--- config.mk ---
export PLATFORM = sky130hd
export DESIGN_NAME = pgp_gpio_pair
export DESIGN_NICKNAME = d
export VERILOG_FILES = /design/src/rtl/pgp_pkg.sv /design/src/rtl/pgp_pin_filter.sv /design/src/rtl/pgp_gpio_pair.sv
export SDC_FILE = /design/constraint.sdc
export NUM_CORES = 1
export LEC_CHECK = 0
export BUFFER_PORTS_ARGS = -buffer_cell sky130_fd_sc_hd__buf_4
export CAP_MARGIN = 20
export CORE_MARGIN = 2
export CORE_UTILIZATION = 40
export CTS_BUF_LIST = sky130_fd_sc_hd__clkbuf_8
export DETAILED_ROUTE_END_ITERATION = 12
export SLEW_MARGIN = 20
export SYNTH_ARGS = -nofsm -noshare
export SYNTH_HDL_FRONTEND = slang
export SYNTH_HIERARCHICAL = 1
export SYNTH_SLANG_ARGS = --single-unit
--- constraint.sdc ---
create_clock -name ref_clk -period 6.3 [get_ports ref_clk]
set_input_delay 1.89 -clock ref_clk [delete_from_list [all_inputs] [get_ports ref_clk]]
set_output_delay 1.89 -clock ref_clk [all_outputs]
set_load 0.03 [all_outputs]
--- src/rtl/pgp_pkg.sv ---
// Constants, register map and carrier types of the general pin pair
package pgp_pkg;

   // --------------------------------------------------------------
   // Register offsets
   // --------------------------------------------------------------
   localparam logic [7:0] PIN_ONE_CONFIG_OFS   = 8'h12;
   localparam logic [7:0] PIN_TWO_CONFIG_OFS   = 8'h13;
   localparam logic [7:0] CHIP_CONFIG_CODE_OFS = 8'h14;

   // --------------------------------------------------------------
   // Pin configuration field positions
   // --------------------------------------------------------------
   localparam int DIR_POS   = 0;
   localparam int LEVEL_POS = 1;
   localparam int DRV_POS   = 2;
   localparam int DOUT_POS  = 3;
   localparam int DEB_POS   = 4;
   localparam int ALT_POS   = 5;

   // --------------------------------------------------------------
   // Chip code layout: top bit at 7, low nibble at 3:0
   // --------------------------------------------------------------
   localparam int CODE_HI_POS  = 7;
   localparam int CODE_BITS    = 5;

   // --------------------------------------------------------------
   // Reset values
   // --------------------------------------------------------------
   localparam logic DIR_RST  = 1'b1;
   localparam logic DRV_RST  = 1'b0;
   localparam logic DOUT_RST = 1'b0;
   localparam logic DEB_RST  = 1'b0;
   localparam logic [7:0] RDATA_RST = 8'h00;

   // --------------------------------------------------------------
   // Timing
   // --------------------------------------------------------------
   localparam int CLK_MHZ         = 100;
   localparam int DEBOUNCE_MS     = 30;
   localparam int DEBOUNCE_CYCLES = DEBOUNCE_MS * CLK_MHZ * 1000;

   // --------------------------------------------------------------
   // Carrier types
   // --------------------------------------------------------------
   typedef struct packed {
      logic alt;
      logic deb;
      logic dout;
      logic drv;
      logic dir;
   } pgp_cfg_s;

   typedef struct packed {
      logic [7:0] addr;
      logic       wr;
      logic       rd;
      logic [7:0] wdata;
   } pgp_req_s;

endpackage

--- src/rtl/pgp_pin_filter.sv ---
// Pin input synchroniser with optional debounce filter
`timescale 1ns/10ps
module pgp_pin_filter
#(
   parameter int DEBOUNCE_CYCLES = pgp_pkg::DEBOUNCE_CYCLES
)
(
   // Clock and reset
   input  wire logic ref_clk,
   input  wire logic nrst,
   // Pin and control
   input  wire logic pin_raw,
   input  wire logic deb_en,
   // Filtered level
   output logic      level
);

   localparam int CW = $clog2(DEBOUNCE_CYCLES + 1);
   localparam logic [CW-1:0] LAST = CW'(DEBOUNCE_CYCLES - 1);

   logic [2:0]    sync_q;
   logic          agreed_q;
   logic          level_q;
   logic [CW-1:0] cnt_q;

   // --------------------------------------------------------------
   // Synchroniser: a change counts once stages two and three agree
   // --------------------------------------------------------------
   always_ff @(posedge ref_clk or negedge nrst)
   begin
      if (!nrst)
         sync_q <= 3'h0;
      else
         sync_q <= {sync_q[1:0], pin_raw};
   end

   always_ff @(posedge ref_clk or negedge nrst)
   begin
      if (!nrst)
         agreed_q <= 1'b0;
      else if (sync_q[1] == sync_q[2])
         agreed_q <= sync_q[2];
   end

   // --------------------------------------------------------------
   // Debounce
   // --------------------------------------------------------------
   // debounce or bypass
   always_ff @(posedge ref_clk or negedge nrst)
   begin
      if (!nrst)
      begin
         level_q <= 1'b0;
         cnt_q   <= '0;
      end
      else if (!deb_en || agreed_q == level_q)
      begin
         // Any bounce that reaches agreed_q restarts the full hold time
         level_q <= agreed_q;
         cnt_q   <= '0;
      end
      else if (cnt_q == LAST)
      begin
         level_q <= agreed_q;
         cnt_q   <= '0;
      end
      else
         cnt_q <= cnt_q + 1'b1;
   end

   assign level = level_q;
endmodule

--- src/rtl/pgp_gpio_pair.sv ---
// Configuration and readback of a pair of general pins plus chip code
// Contract
// - Direction bit 0 makes general output, 1 makes general input.
// - Drive type bit 0 selects open-drain, 1 selects push-pull.
// - Output data 0 drives low; 1 drives high or floats if open-drain.
// - In input direction output data and drive type have no effect.
// - Pin level bit 1 always reports the pin level, either direction.
// - Debounce enable 0 gives no filter; 1 gives a 30 ms filter.
// - First pin alternate bit 5 makes the pin second rail enable.
// - Second pin alternate bit makes the pin low-power bias enable.
// - Host writes zero to reserved bits 7:6; their reads mean nothing.
// - Read-only five-bit chip code, top bit 7, low bits 3:0.
`timescale 1ns/10ps
module pgp_gpio_pair
#(
   parameter int         DEBOUNCE_CYCLES = pgp_pkg::DEBOUNCE_CYCLES,
   parameter logic [1:0] ALT_RESET       = 2'h0,
   // Arbitrary neutral chip code
   parameter logic [4:0] CHIP_CODE       = 5'h0a
)
(
   // Clock and reset
   input  wire logic       ref_clk,
   input  wire logic       nrst,
   // Register access from the serial host port
   input  wire logic [7:0] reg_addr,
   input  wire logic       reg_wr,
   input  wire logic       reg_rd,
   input  wire logic [7:0] reg_wdata,
   output logic      [7:0] reg_rdata,
   // Pins
   input  wire logic [1:0] pin_in,
   output logic      [1:0] pin_out,
   output logic      [1:0] pin_oe,
   // Alternate functions
   output logic            second_buck_boost_rail_enable,
   output logic            low_power_bias_enable
);

   pgp_pkg::pgp_cfg_s cfg_q [2];
   pgp_pkg::pgp_req_s req;
   logic [1:0]        level;
   logic [1:0]        out_q;
   logic [1:0]        oe_q;
   logic [7:0]        rdata_q;
   logic [7:0]        rdata_d;
   logic              rail_q;
   logic              bias_q;

   assign req = '{addr: reg_addr, wr: reg_wr, rd: reg_rd, wdata: reg_wdata};

   // --------------------------------------------------------------
   // Per pin: configuration, filter and driver
   // --------------------------------------------------------------
   for (genvar p = 0; p < 2; p++)
   begin : g_pin
      localparam logic [7:0] OFS = (p == 0) ? pgp_pkg::PIN_ONE_CONFIG_OFS
                                            : pgp_pkg::PIN_TWO_CONFIG_OFS;

      always_ff @(posedge ref_clk or negedge nrst)
      begin
         if (!nrst)
         begin
            cfg_q[p].alt  <= ALT_RESET[p];
            cfg_q[p].deb  <= pgp_pkg::DEB_RST;
            cfg_q[p].dout <= pgp_pkg::DOUT_RST;
            cfg_q[p].drv  <= pgp_pkg::DRV_RST;
            cfg_q[p].dir  <= pgp_pkg::DIR_RST;
         end
         else if (req.wr && req.addr == OFS)
         begin
            cfg_q[p].alt  <= req.wdata[pgp_pkg::ALT_POS];
            cfg_q[p].deb  <= req.wdata[pgp_pkg::DEB_POS];
            cfg_q[p].dout <= req.wdata[pgp_pkg::DOUT_POS];
            cfg_q[p].drv  <= req.wdata[pgp_pkg::DRV_POS];
            cfg_q[p].dir  <= req.wdata[pgp_pkg::DIR_POS];
         end
      end

      pgp_pin_filter #(
         .DEBOUNCE_CYCLES (DEBOUNCE_CYCLES)
      ) u_filter (
         .ref_clk (ref_clk),
         .nrst    (nrst),
         .pin_raw (pin_in[p]),
         .deb_en  (cfg_q[p].deb),
         .level   (level[p])
      );

      // output only when direction is 0
      // input or alternate mode never drives
      // open-drain high releases, push-pull high drives
      always_ff @(posedge ref_clk or negedge nrst)
      begin
         if (!nrst)
         begin
            oe_q[p]  <= 1'b0;
            out_q[p] <= 1'b0;
         end
         else
         begin
            oe_q[p]  <= !cfg_q[p].alt && !cfg_q[p].dir &&
                        (cfg_q[p].drv || !cfg_q[p].dout);
            out_q[p] <= cfg_q[p].dout && cfg_q[p].drv;
         end
      end
   end

   // --------------------------------------------------------------
   // Alternate functions
   // --------------------------------------------------------------
   // first pin enables second rail
   always_ff @(posedge ref_clk or negedge nrst)
   begin
      if (!nrst)
      begin
         rail_q <= 1'b0;
         bias_q <= 1'b0;
      end
      else
      begin
         rail_q <= cfg_q[0].alt && level[0];
         bias_q <= cfg_q[1].alt && level[1];
      end
   end

   // --------------------------------------------------------------
   // Read path
   // --------------------------------------------------------------
   function automatic logic [7:0] cfg_word(pgp_pkg::pgp_cfg_s c, logic lv);
      logic [7:0] w;
      w = 8'h00;
      w[pgp_pkg::ALT_POS]   = c.alt;
      w[pgp_pkg::DEB_POS]   = c.deb;
      w[pgp_pkg::DOUT_POS]  = c.dout;
      w[pgp_pkg::DRV_POS]   = c.drv;
      w[pgp_pkg::LEVEL_POS] = lv;
      w[pgp_pkg::DIR_POS]   = c.dir;
      return w;
   endfunction

   // chip code split over 7 and 3:0
   always_comb
   begin
      rdata_d = 8'h00;
      case (req.addr)
         pgp_pkg::PIN_ONE_CONFIG_OFS:   rdata_d = cfg_word(cfg_q[0], level[0]);
         pgp_pkg::PIN_TWO_CONFIG_OFS:   rdata_d = cfg_word(cfg_q[1], level[1]);
         pgp_pkg::CHIP_CONFIG_CODE_OFS:
            rdata_d = {CHIP_CODE[pgp_pkg::CODE_BITS-1], 3'h0, CHIP_CODE[3:0]};
         default:                       rdata_d = 8'h00;
      endcase
   end

   // Read data holds until the next read
   always_ff @(posedge ref_clk or negedge nrst)
   begin
      if (!nrst)
         rdata_q <= pgp_pkg::RDATA_RST;
      else if (req.rd)
         rdata_q <= rdata_d;
   end

   assign reg_rdata                     = rdata_q;
   assign pin_out                       = out_q;
   assign pin_oe                        = oe_q;
   assign second_buck_boost_rail_enable = rail_q;
   assign low_power_bias_enable         = bias_q;
endmodule

# After elaboration in Yosys (flattened, before gate mapping)
# Cells that the tools add are included.
totals:
  wordCells: 69
  register_bits: 78
  output_inout_bits: 14
  in_bits: 22
classes:
  reduce_logical: 24
  muxes: 9
  addsub: 2
  n_eq_ne: 9
ops:
  columns: ["op", "n"]
  rows:
  - ["$mux W22", 4]
  - ["$add A22 B1 Y22 const B", 2]
  - ["$eq A22 B22 Y1 const B", 2]
  - ["$eq A8 B5 Y1 const B", 3]
  - ["$pmux W6 S3", 1]
  - ["$logic_and A1 B1 Y1", 10]
  - ["$logic_not A1 Y1", 8]
  - ["$eq A1 B1 Y1", 4]
  - ["$logic_or A1 B1 Y1", 4]
  - ["$mux W1", 4]
  - ["$reduce_bool A2 Y1", 2]

# Logic depth before layout (Yosys ltp)
# Gate-level depths: netlist (run 1).
logic_depth:
  word_depth: 3
  depth_mapped: 6

# Cells and area by module
# The synthesis (run 1) kept the hierarchy.
modules_own_cells:
  columns: ["mod", "instances", "area_per_inst_um2", "seq_area_each_um2", "cells_each"]
  rows:
  - ["pgp_pin_filter", 2, 1306.3, 675.6, 125]
  - ["pgp_gpio_pair", 1, 997.2, 553.0, 82]

# Worst setup path before layout (run 1)
# Ideal clock, no wire load.
synth_path:
  kind: "input -> register"
  start: "input port reg_addr[6]"
  end: "register cfg_q[6] in the netlist's numbering"
  setup_ps: 125
  t_arrival_ps: 2724
  path_stages: 3
  slack_ps: 3451
  path_cell_list: "nor4b_2 nand4b_1 mux2_2"
synth_between:
  elab_chain_cells: 2
synth_lines:
  columns: ["element", "line_no", "source"]
  rows:
  - ["start, declared", "pgp_gpio_pair.sv:26", "input wire logic [7:0] reg_addr,"]
  - ["$eq A8 B5 Y1", "pgp_gpio_pair.sv:70", "else if (req.wr && req.addr == OFS)"]
  - ["$logic_and A1 B1 Y1", "pgp_gpio_pair.sv:70", null]
  - ["end, declared", "pgp_gpio_pair.sv:40", "pgp_pkg::pgp_cfg_s cfg_q [2];"]
# Every way passes these cells.
# A chain may end at the register's enable or synchronous reset.

# Worst setup path after layout (run 1)
layout_path:
  start: "register rdata_q[4], in the netlist reg_rdata[4]"
  end: "output port reg_rdata[4]"
layout_rtl:
  columns: ["element", "line_no", "source"]
  rows:
  - ["start, declared", "pgp_gpio_pair.sv:45", "logic [7:0] rdata_q;"]
  - ["start signal, assigned", "pgp_gpio_pair.sv:159", "rdata_q <= pgp_pkg::RDATA_RST;"]
  - ["start signal, assigned", "pgp_gpio_pair.sv:161", "rdata_q <= rdata_d;"]
  - ["end, declared", "pgp_gpio_pair.sv:30", "output logic [7:0] reg_rdata,"]
# No word-level cell between the ends.

==> run summary, run 1 <==
Synth Register Bits - 76
Cell family with most CP delay - flip-flops
Die Area - 9800 sq um
Most common cell after layout, fill and taps aside - dfrtp_1
Core area - 8720 sq um
Layout net count - 388
Worst EP arrival - 920 ps
Share of cells above drive strength 1 - 19.8%
Tcrit/Tclk final - 44.6%
H-tree depth - 3
CTS root buf - clkbuf_8
First drt pass iteration count - 4
Final Wtd Congestion - 0.793
Post-DRT Antenna Nets - 0
Clock share of power - 40.4%
Commonest cells after routing, fill and taps aside - 74 x dfrtp_1, 43 x nor2_1, 30 x buf_4
DR vias/cell - 5.37
Initial Util - 41.4%
Combinational share of power - 5.5%
Post-synthesis cell area - 3610 sq um
Vias - 2562
Antenna violations before repair - 0
Net Switching - 212 uW
Number of library cell types mapped by synthesis - 47
DRC viols - 0
WL per Instance - 14.8 um
Buf/Inv on CP - 1
Die X - 99.0 um
Critical Path Sink - reg_rdata[4]
Startpoint Class - register
CP Class - reg2out
Internal power - 722 uW
Largest net degree at the start of global routing - 77
Worst vdd ir - 0.0838 mV
Power density over the cells - 227 nW/um^2
Ys Warns - 6
IO Pins - 36
Final Max Tran Viols - 0
Worst-path clk slew - 80 ps
CTS Hold Buffers Added - 0
CTS Buffer Depth - 2
Post-CTS Setup Bufs - 0
Achievable Freq - 356 MHz
Switching Share - 22.7%
Fraction of registers with async set/reset - 100%
DP Area - 3910 sq um
Max-cap violations - 0
Final Critical Period - 2810 ps
CTS Sinks - 76
Overflow left after global routing - 0
RSZ-0062 raised after global routing - false
Syn avg cell area - 10.9 sq um
First-pass GRT wire length - 12.2 mm
Layout area overhead - 14.0%
HP Class - reg2reg
Reg-to-reg endpoint - g_pin[0].u_filter/cnt_q[21]
Number of synthesized flops with an enable pin - 0
Critical Path Start - reg_rdata[4]
Worst path required time - 4410 ps
Port Buffers - 30
Path length in cells of the critical path - 1
FP Rows - 34
Initial detailed-routing violation count - 207
Least-Margin Pin Slew - 937 ps
Synth Flop Type - dfrtp_1
CTS tree - yes
Reg2reg path depth - 4
Slew margin rel. - 36.9%
Worst R2R Setup Slack - 3980 ps
CP peak stage delay - 390 ps
Post-DP HPWL - 4.83 mm
Num CTS Buffers - 9
Setup TNS - 0 ps
Fin area - 4110 sq um
Status - complete, no violations
Post_cts resized - 0
Final setup skew - 12.8 ps
Vias in the first global route - 2441
Crit path capture type - output pin
All-layer global routing usage - 15.6%
Post-synthesis sequential area ratio - 52.8%
Final setup fails - 0
Hold Violations, Final - 0
Routed WL - 7.06 mm
Critical Path, Cell by Cell - buf_4
Worst skew pair latency - 350 ps
Slowest CP cell - dfrtp_1
Sequential share of power - 54.2%
R2R Path Start - g_pin[0].u_filter/cnt_q[2]
ANT cells - 0
Leak Pwr - 1.64 nW
Critical-path maximum fanout - 2
Post-Synthesis Cells - 332
Die H - 99.0 um
cell families (layout without fill, tap and decap cells):
kind of cell	count (synthesis)	count (layout)	share of synthesized area (%)
other cells	1	2	0.104
fa+ha+maj	4	4	1.25
xor+xnor	32	32	7.76
simple gates	144	144	22.4
mux	18	18	5.55
flops	76	76	52.8
buf+inv	26	62	3.43
compound gates	31	31	6.76
state kept, by name (all words and copies together), names as in the netlist:
register,count
low_power_bias_enable,1
pin_oe,2
pin_out,2
reg_rdata,6
second_buck_boost_rail_enable,1
g_pin.u_filter/sync_q,6
g_pin.u_filter/level,2
cfg_q,10
g_pin.u_filter/agreed_q,2
g_pin.u_filter/cnt_q,44
Yosys cell counts, drive strengths merged (6+ instances only):
master   n  area share [%]
and2     8             1.4
and3     6             1.0
and4     6             1.5
buf      7             1.5
dfrtp   74              51
inv     16             1.7
mux2    16             5.0
nand2   10             1.0
nand3   17             2.4
nand4   15             2.6
nor2    43             4.5
nor4    14             2.4
o21ai    6             1.5
xnor2   22             5.3
xor2    10             2.4
per-layer routing:
metal  vias up  part of all wire [%]  GRT usage (%)
li1       1254                     -              -
met1      1249                    51           23.1
met2        52                    44           21.7
met3         7                   4.7           4.61
met4         0                  0.98           5.37
met5         -                     0              0
cell type report:
cell class              instances  area [sq um]
inverters                      16          60.1
repair buffers                 30           225
clock buffers                  11           151
clock inverters                 5          52.6
flip-flops and latches         76          1900
multi-input cells             231          1590
fillers                       799          4610
well taps                     108           135
metrics by stage:
stage / util (%) / power (mW) / hold slack (ps) / cells / worst slack (ps)
6_report: 47.2 / 0.934 / 354 / 477 / 3490
5_1_grt: 47.2 / 0.979 / 372 / 477 / 3450
4_1_cts: 47.2 / 0.950 / 356 / 477 / 3470
3_5_place_dp: 44.8 / 0.568 / 338 / 461 / 3150
3_3_place_gp: 44.8 / 0.567 / 332 / 461 / 3130
2_1_floorplan: - / 0.540 / 331 / 333 / 3450
how the worst min path moves through the flow:
stage | startpoint | cells after the start | endpoint
final | g_pin[1].u_filter/sync_q[0] | 0 | g_pin[1].u_filter/sync_q[1]
after global routing | g_pin[1].u_filter/sync_q[0] | 0 | g_pin[1].u_filter/sync_q[1]
after CTS | g_pin[0].u_filter/sync_q[0] | 0 | g_pin[0].u_filter/sync_q[1]
after detailed placement | g_pin[0].u_filter/sync_q[0] | 0 | g_pin[0].u_filter/sync_q[1]
after global placement | g_pin[1].u_filter/sync_q[0] | 0 | g_pin[1].u_filter/sync_q[1]
after floorplan | g_pin[0].u_filter/sync_q[0] | 0 | g_pin[0].u_filter/sync_q[1]
power by group through the flow:
| stage | sequential [mW] | clock, mW | combinational, mW |
|---|---|---|---|
| 2_1_floorplan | 0.518 | 0 | 0.0224 |
| 5_1_grt | 0.508 | 0.414 | 0.0575 |
| 4_1_cts | 0.506 | 0.391 | 0.0524 |
| 3_5_place_dp | 0.516 | 0 | 0.0523 |
| 6_report | 0.506 | 0.377 | 0.0511 |
| 3_3_place_gp | 0.516 | 0 | 0.0515 |
No activity file was read; power rests on OpenSTA's default activity.
==> run 2: changes to the inputs <==
==> constraint.sdc (replaced) <==
create_clock -name ref_clk -period 2.45 [get_ports ref_clk]
set_input_delay 0.735 -clock ref_clk [delete_from_list [all_inputs] [get_ports ref_clk]]
set_output_delay 0.735 -clock ref_clk [all_outputs]
set_load 0.03 [all_outputs]
==> run 2 against run 1 <==
Effect of this change: routed wire length shrank 1.4%; critical path type is now reg2reg; via count is 0.55% lower; design area rose by 2.5%; final cell count increased by 2.3%; sequential power rose to 2.6 times the previous value; global-route usage fell by 0.45 points; highest routed layer unchanged; combinational power grew to 2.7 times the previous value; worst hold slack worse by 52 ps; non-clock buffer count grew 11; critical path depth rose by 4; sequential share of layout area decreased by 1.1 points; die area unchanged.
==> run summary, run 2 (synthesis results as in run 1) <==
Critical-path maximum fanout - 6 (+4)
CTS root buf - clkbuf_8
Combinational share of power - 5.4% (about the same)
Crit path capture type - register
Die H - 99.0 um (unchanged)
Worst vdd ir - 0.297 mV (+250%)
Worst EP arrival - 2410 ps (+1490 ps)
WL per Instance - 14.3 um (-3.6%)
Num CTS Buffers - 9 (unchanged)
Routed WL - 6.96 mm (-1.4%)
Metal3 WL - 348 um (+4.5%)
RSZ-0062 raised after global routing - false
CTS tree - yes
Final setup fails - 0 (unchanged)
Startpoint Class - register
H-tree depth - 3 (unchanged)
All-layer global routing usage - 15.1% (-0.45 points)
Metal-1 WL - 3.46 mm (-3.2%)
Top flop regs - g_pin.u_filter/cnt_q: 44 flops, cfg_q: 10 flops
Layout fillers - 798 (-0.13%)
Hold Violations, Final - 0 (unchanged)
Final setup skew - 10.5 ps (-2.28 ps)
Core area - 8720 sq um (unchanged)
Largest net degree at the start of global routing - 34 (-56%)
Layout area overhead - 16.8%
Post-DP HPWL - 5.08 mm (+5.1%)
Initial Util - 41.4% (unchanged)
Max-cap violations - 0 (unchanged)
Internal power - 1.94 mW (+170%)
Die X - 99.0 um (unchanged)
ANT cells - 0 (unchanged)
Finished Core Util - 48.4% (+1.2 points)
Total Power - 2.50 mW (+170%)
First drt pass iteration count - 4 (unchanged)
Top Metal Used - met4
DRC viols - 0 (unchanged)
First-pass GRT wire length - 11.9 mm (-2.0%)
Overflow left after global routing - 0 (unchanged)
Status - complete, no violations
Final Wtd Congestion - 0.770 (-2.9%)
IO Pins - 36 (unchanged)
Die Area - 9800 sq um (unchanged)
Initial detailed-routing violation count - 135 (-35%)
Vias in the first global route - 2440 (-0.041%)
Commonest cells after routing, fill and taps aside - 74 x dfrtp_1, 43 x nor2_1, 41 x buf_4
HP Class - in2async
Met2 wire length - 3.03 mm (-1.6%)
Layout net count - 399 (+2.8%)
Share of cells above drive strength 1 - 22.1% (+2.3 points)
Net Switching - 557 uW (+160%)
Leak Pwr - 1.70 nW (+3.2%)
Max FFs per register - 44 (unchanged)
FP Rows - 34 (unchanged)
Switching Share - 22.3% (-0.42 points)
Final Max Tran Viols - 0 (unchanged)
Achievable Freq - 461 MHz
CTS Buffer Depth - 2 (unchanged)
Vias - 2548 (-0.55%)
CTS Hold Buffers Added - 0 (unchanged)
DR vias/cell - 5.22 (-2.8%)
Tcrit/Tclk final - 88.6%
Post-DRT Antenna Nets - 0 (unchanged)
Worst path required time - 2690 ps (-1720 ps)
CP Class - reg2reg
Post_cts resized - 0 (unchanged)
Worst-path clk slew - 80 ps (about the same)
Most common cell after layout, fill and taps aside - dfrtp_1
Final Critical Period - 2170 ps
Power density over the cells - 592 nW/um^2 (+160%)
Sequential share of power - 52.1% (-2.1 points)
Largest Register - g_pin.u_filter/cnt_q
Antenna violations before repair - 0 (unchanged)
Setup TNS - 0 ps (unchanged)
Clock share of power - 42.5% (+2.1 points)
Port Buffers - 30 (unchanged)
CTS Sinks - 76 (unchanged)
Worst skew pair latency - 350 ps (about the same)
Post-CTS Setup Bufs - 0 (unchanged)
-- run 2: area by class of cell --
| class | instances | area [sq um] | area share, % |
|---|---|---|---|
| Sequential cell | 76 | 1900 | 45.1 |
| Multi-Input combinational cell | 231 | 1590 | 37.6 |
| Timing Repair Buffer | 41 | 308 | 7.30 |
| Clock buffer | 10 | 138 | 3.26 |
| Tap cell | 108 | 135 | 3.20 |
| Clock inverter | 6 | 87.6 | 2.08 |
| Inverter | 16 | 60.1 | 1.42 |
-- run 2: worst max-delay path: stages (launching register included) --
cell	delay (ps)
dfrtp_1	440
ha_1	300
inv_1	140
or4_4	570
o21ai_0	250
mux2_2	360
-- run 2: worst paths after layout --
check / from / cells after the start / to / slack, ps
setup / recovery: g_pin[1].u_filter/cnt_q[0] / 5 / g_pin[1].u_filter/level / 280
hold / removal: nrst / 1 / g_pin[1].u_filter/agreed_q / 300
setup reg to reg: g_pin[1].u_filter/cnt_q[0] / 5 / g_pin[1].u_filter/level / 280
hold reg to reg: g_pin[0].u_filter/sync_q[0] / 0 / g_pin[0].u_filter/sync_q[1] / 350
max in group asynchronous: nrst / 2 / cfg_q[0] / 1440
min in group ref_clk: g_pin[0].u_filter/sync_q[0] / 0 / g_pin[0].u_filter/sync_q[1] / 350
-- run 2: per-stage QoR --
step,setup slack [ps],hold slack (ps),instances,area (sq um)
after floorplan,467,331,333,3610
after global placement,281,333,472,3990
after detailed placement,274,335,472,3990
after CTS,254,313,488,4220
after global routing,149,324,488,4220
final,279,302,488,4220
-- run 2: power by group through the flow --
stage	clock (mW)	sequential [mW]	combinational [mW]
after floorplan	0	1.33	0.0576
after global placement	0	1.33	0.138
after detailed placement	0	1.33	0.139
after CTS	1.09	1.30	0.139
after global routing	1.15	1.31	0.152
final	1.06	1.30	0.136
-- run 2: layer usage --
metal | vias to the layer above | track usage (%)
met4 | 0 | 6.95
met3 | 11 | 2.91
met5 | - | 0
met2 | 47 | 21.7
li1 | 1277 | -
met1 | 1213 | 22.2
==> run 3: changes to the inputs <==
--- a/config.mk
+++ b/config.mk
@@ -7,7 +7,6 @@
 export LEC_CHECK = 0
 export BUFFER_PORTS_ARGS = -buffer_cell sky130_fd_sc_hd__buf_4
 export CAP_MARGIN = 20
-export CORE_MARGIN = 2
 export CORE_UTILIZATION = 40
 export CTS_BUF_LIST = sky130_fd_sc_hd__clkbuf_8
 export DETAILED_ROUTE_END_ITERATION = 12
==> run 3 against run 2 <==
Effect of this change: maximum frequency up 2.9%; first-iteration DRC count fell by 5.9%; via count up 0.90%; worst hold slack improved by 31 ps; design area increased by 0.47%; critical endpoint unchanged; largest cell class unchanged; sequential share of layout area decreased by 0.21 points; power rose by 2.7%; clock power grew 7%.
==> run summary, run 3 (synthesis results as in run 1) <==
Clock share of power - 43.9% (+1.4 points)
Commonest cells after routing, fill and taps aside - 74 x dfrtp_1, 43 x nor2_1, 39 x buf_4
Post-DP HPWL - 4.95 mm (-2.6%)
CTS Hold Buffers Added - 0 (unchanged)
Startpoint Class - register
Internal power - 2.01 mW (+3.7%)
Largest net degree at the start of global routing - 43 (+26%)
Most common cell after layout, fill and taps aside - dfrtp_1
CTS root buf - clkbuf_8
Post-DRT Antenna Nets - 0 (unchanged)
Max FFs per register - 44 (unchanged)
Critical Path, Cell by Cell - ha_1 > inv_1 > or4_4 > o21ai_0 > mux2_2
Worst vdd ir - 0.317 mV (+6.7%)
FP Rows - 34 (unchanged)
Final Wtd Congestion - 0.788 (+2.3%)
Routed WL - 6.93 mm (-0.46%)
Final Max Tran Viols - 0 (unchanged)
Die H - 97.0 um (-2.0%)
DR vias/cell - 5.28 (+1.1%)
Worst EP arrival - 2330 ps (-80 ps)
Net Switching - 552 uW (-0.92%)
Max-cap violations - 0 (unchanged)
Power density over the cells - 605 nW/um^2 (+2.2%)
Final setup fails - 0 (unchanged)
Storage cell area - 1900 sq um (unchanged)
First-pass GRT wire length - 11.9 mm (-0.34%)
Leak Pwr - 1.70 nW (+0.14%)
WL per Instance - 14.2 um (-0.26%)
Status - complete, no violations
CTS tree - yes
Port Buffers - 30 (unchanged)
Final setup skew - 7.73 ps (-2.78 ps)
RSZ-0062 raised after global routing - false
Vias - 2571 (+0.90%)
Switching Share - 21.5% (-0.79 points)
Sequential share of power - 50.7% (-1.4 points)
Worst path required time - 2680 ps (about the same)
All-layer global routing usage - 15.8% (+0.64 points)
Vias in the first global route - 2463 (+0.94%)
Overflow left after global routing - 0 (unchanged)
Top flop regs - g_pin.u_filter/cnt_q: 44 flops, cfg_q: 10 flops
Slowest CP cell - or4_4
Tcrit/Tclk final - 86.1% (-2.5 points)
First drt pass iteration count - 4 (unchanged)
Initial detailed-routing violation count - 127 (-5.9%)
Area of the multi-input gates - 1590 sq um (unchanged)
Largest Register - g_pin.u_filter/cnt_q
Antenna violations before repair - 0 (unchanged)
Achievable Freq - 474 MHz (+2.9%)
Critical-path maximum fanout - 6 (unchanged)
Reg2reg path depth - 5 (unchanged)
DRC viols - 0 (unchanged)
Crit path capture type - register
Core area - 8720 sq um (unchanged)
Post_cts resized - 0 (unchanged)
Layout net count - 398 (-0.25%)
Final Critical Period - 2110 ps (-62.0 ps)
Worst skew pair latency - 340 ps (about the same)
Layout area overhead - 17.4%
Worst-path clk slew - 80 ps (about the same)
CP Class - reg2reg
Initial Util - 41.4% (unchanged)
ANT cells - 0 (unchanged)
Share of cells above drive strength 1 - 21.9% (-0.21 points)
Die Area - 9410 sq um (-4.0%)
Die X - 97.0 um (-2.0%)
Setup TNS - 0 ps (unchanged)
CP peak stage delay - 570 ps (about the same)
Post-CTS Setup Bufs - 0 (unchanged)
Layout fillers - 802 (+0.50%)
CTS Sinks - 76 (unchanged)
CTS Buffer Depth - 2 (unchanged)
H-tree depth - 3 (unchanged)
Num CTS Buffers - 9 (unchanged)
IO Pins - 36 (unchanged)
HP Class - in2async
Combinational share of power - 5.4% (about the same)
Hold Violations, Final - 0 (unchanged)
Hold slack - 333 ps (+30.7 ps)
[run 3: power by group through the flow]
stage	clock [mW]	sequential, mW	combinational, mW
final	1.13	1.30	0.137
after global routing	1.22	1.31	0.153
after CTS	1.17	1.30	0.141
after detailed placement	0	1.33	0.141
after global placement	0	1.33	0.139
after floorplan	0	1.33	0.0576
[run 3: metal layers]
layer	vias to the layer above	routed length [um]	GRT usage, %	share of wire (%)
met3	8	307	3.40	4.4
met5	-	0	0	0
met4	0	112	7.58	1.6
met1	1239	3350	21.4	48
met2	53	3160	24.0	46
li1	1271	-	-	-
[run 3: final cells by class]
cell class                      count  share of cell area, %
Sequential cell                    76                   44.9
Multi-Input combinational cell    231                   37.4
Timing Repair Buffer               40                   7.38
Tap cell                          108                   3.19
Clock buffer                        9                   2.92
Clock inverter                      7                   2.75
Inverter                           16                   1.42
[run 3: critical path, delay by kind of cell, from the launching register on]
kind	cells	cell delay (ps)
muxes	1	350
AOI/OAI and AO/OA	1	210
adders and majority gates	1	300
DFF	1	440
buffers and inverters	1	140
and+or+nand+nor	1	570
[run 3: stage by stage]
step | utilization, % | area [sq um] | total power, mW | cells | setup WS, ps
after floorplan | - | 3610 | 1.39 | 333 | 467
after global placement | 45.8 | 4000 | 1.46 | 471 | 340
after detailed placement | 45.8 | 4000 | 1.47 | 471 | 346
after CTS | 48.6 | 4240 | 2.61 | 487 | 313
after global routing | 48.6 | 4240 | 2.68 | 487 | 204
final | 48.6 | 4240 | 2.57 | 487 | 341
[run 3: worst paths after layout]
check	endpoint	slack, ps	startpoint
setup / recovery	g_pin[1].u_filter/level	340	g_pin[1].u_filter/cnt_q[0]
hold / removal	reg_rdata[4]	330	nrst
setup reg to reg	g_pin[1].u_filter/level	340	g_pin[1].u_filter/cnt_q[0]
hold reg to reg	g_pin[0].u_filter/sync_q[1]	350	g_pin[0].u_filter/sync_q[0]
max in group asynchronous	cfg_q[0]	1470	nrst
min in group ref_clk	g_pin[0].u_filter/sync_q[1]	350	g_pin[0].u_filter/sync_q[0]
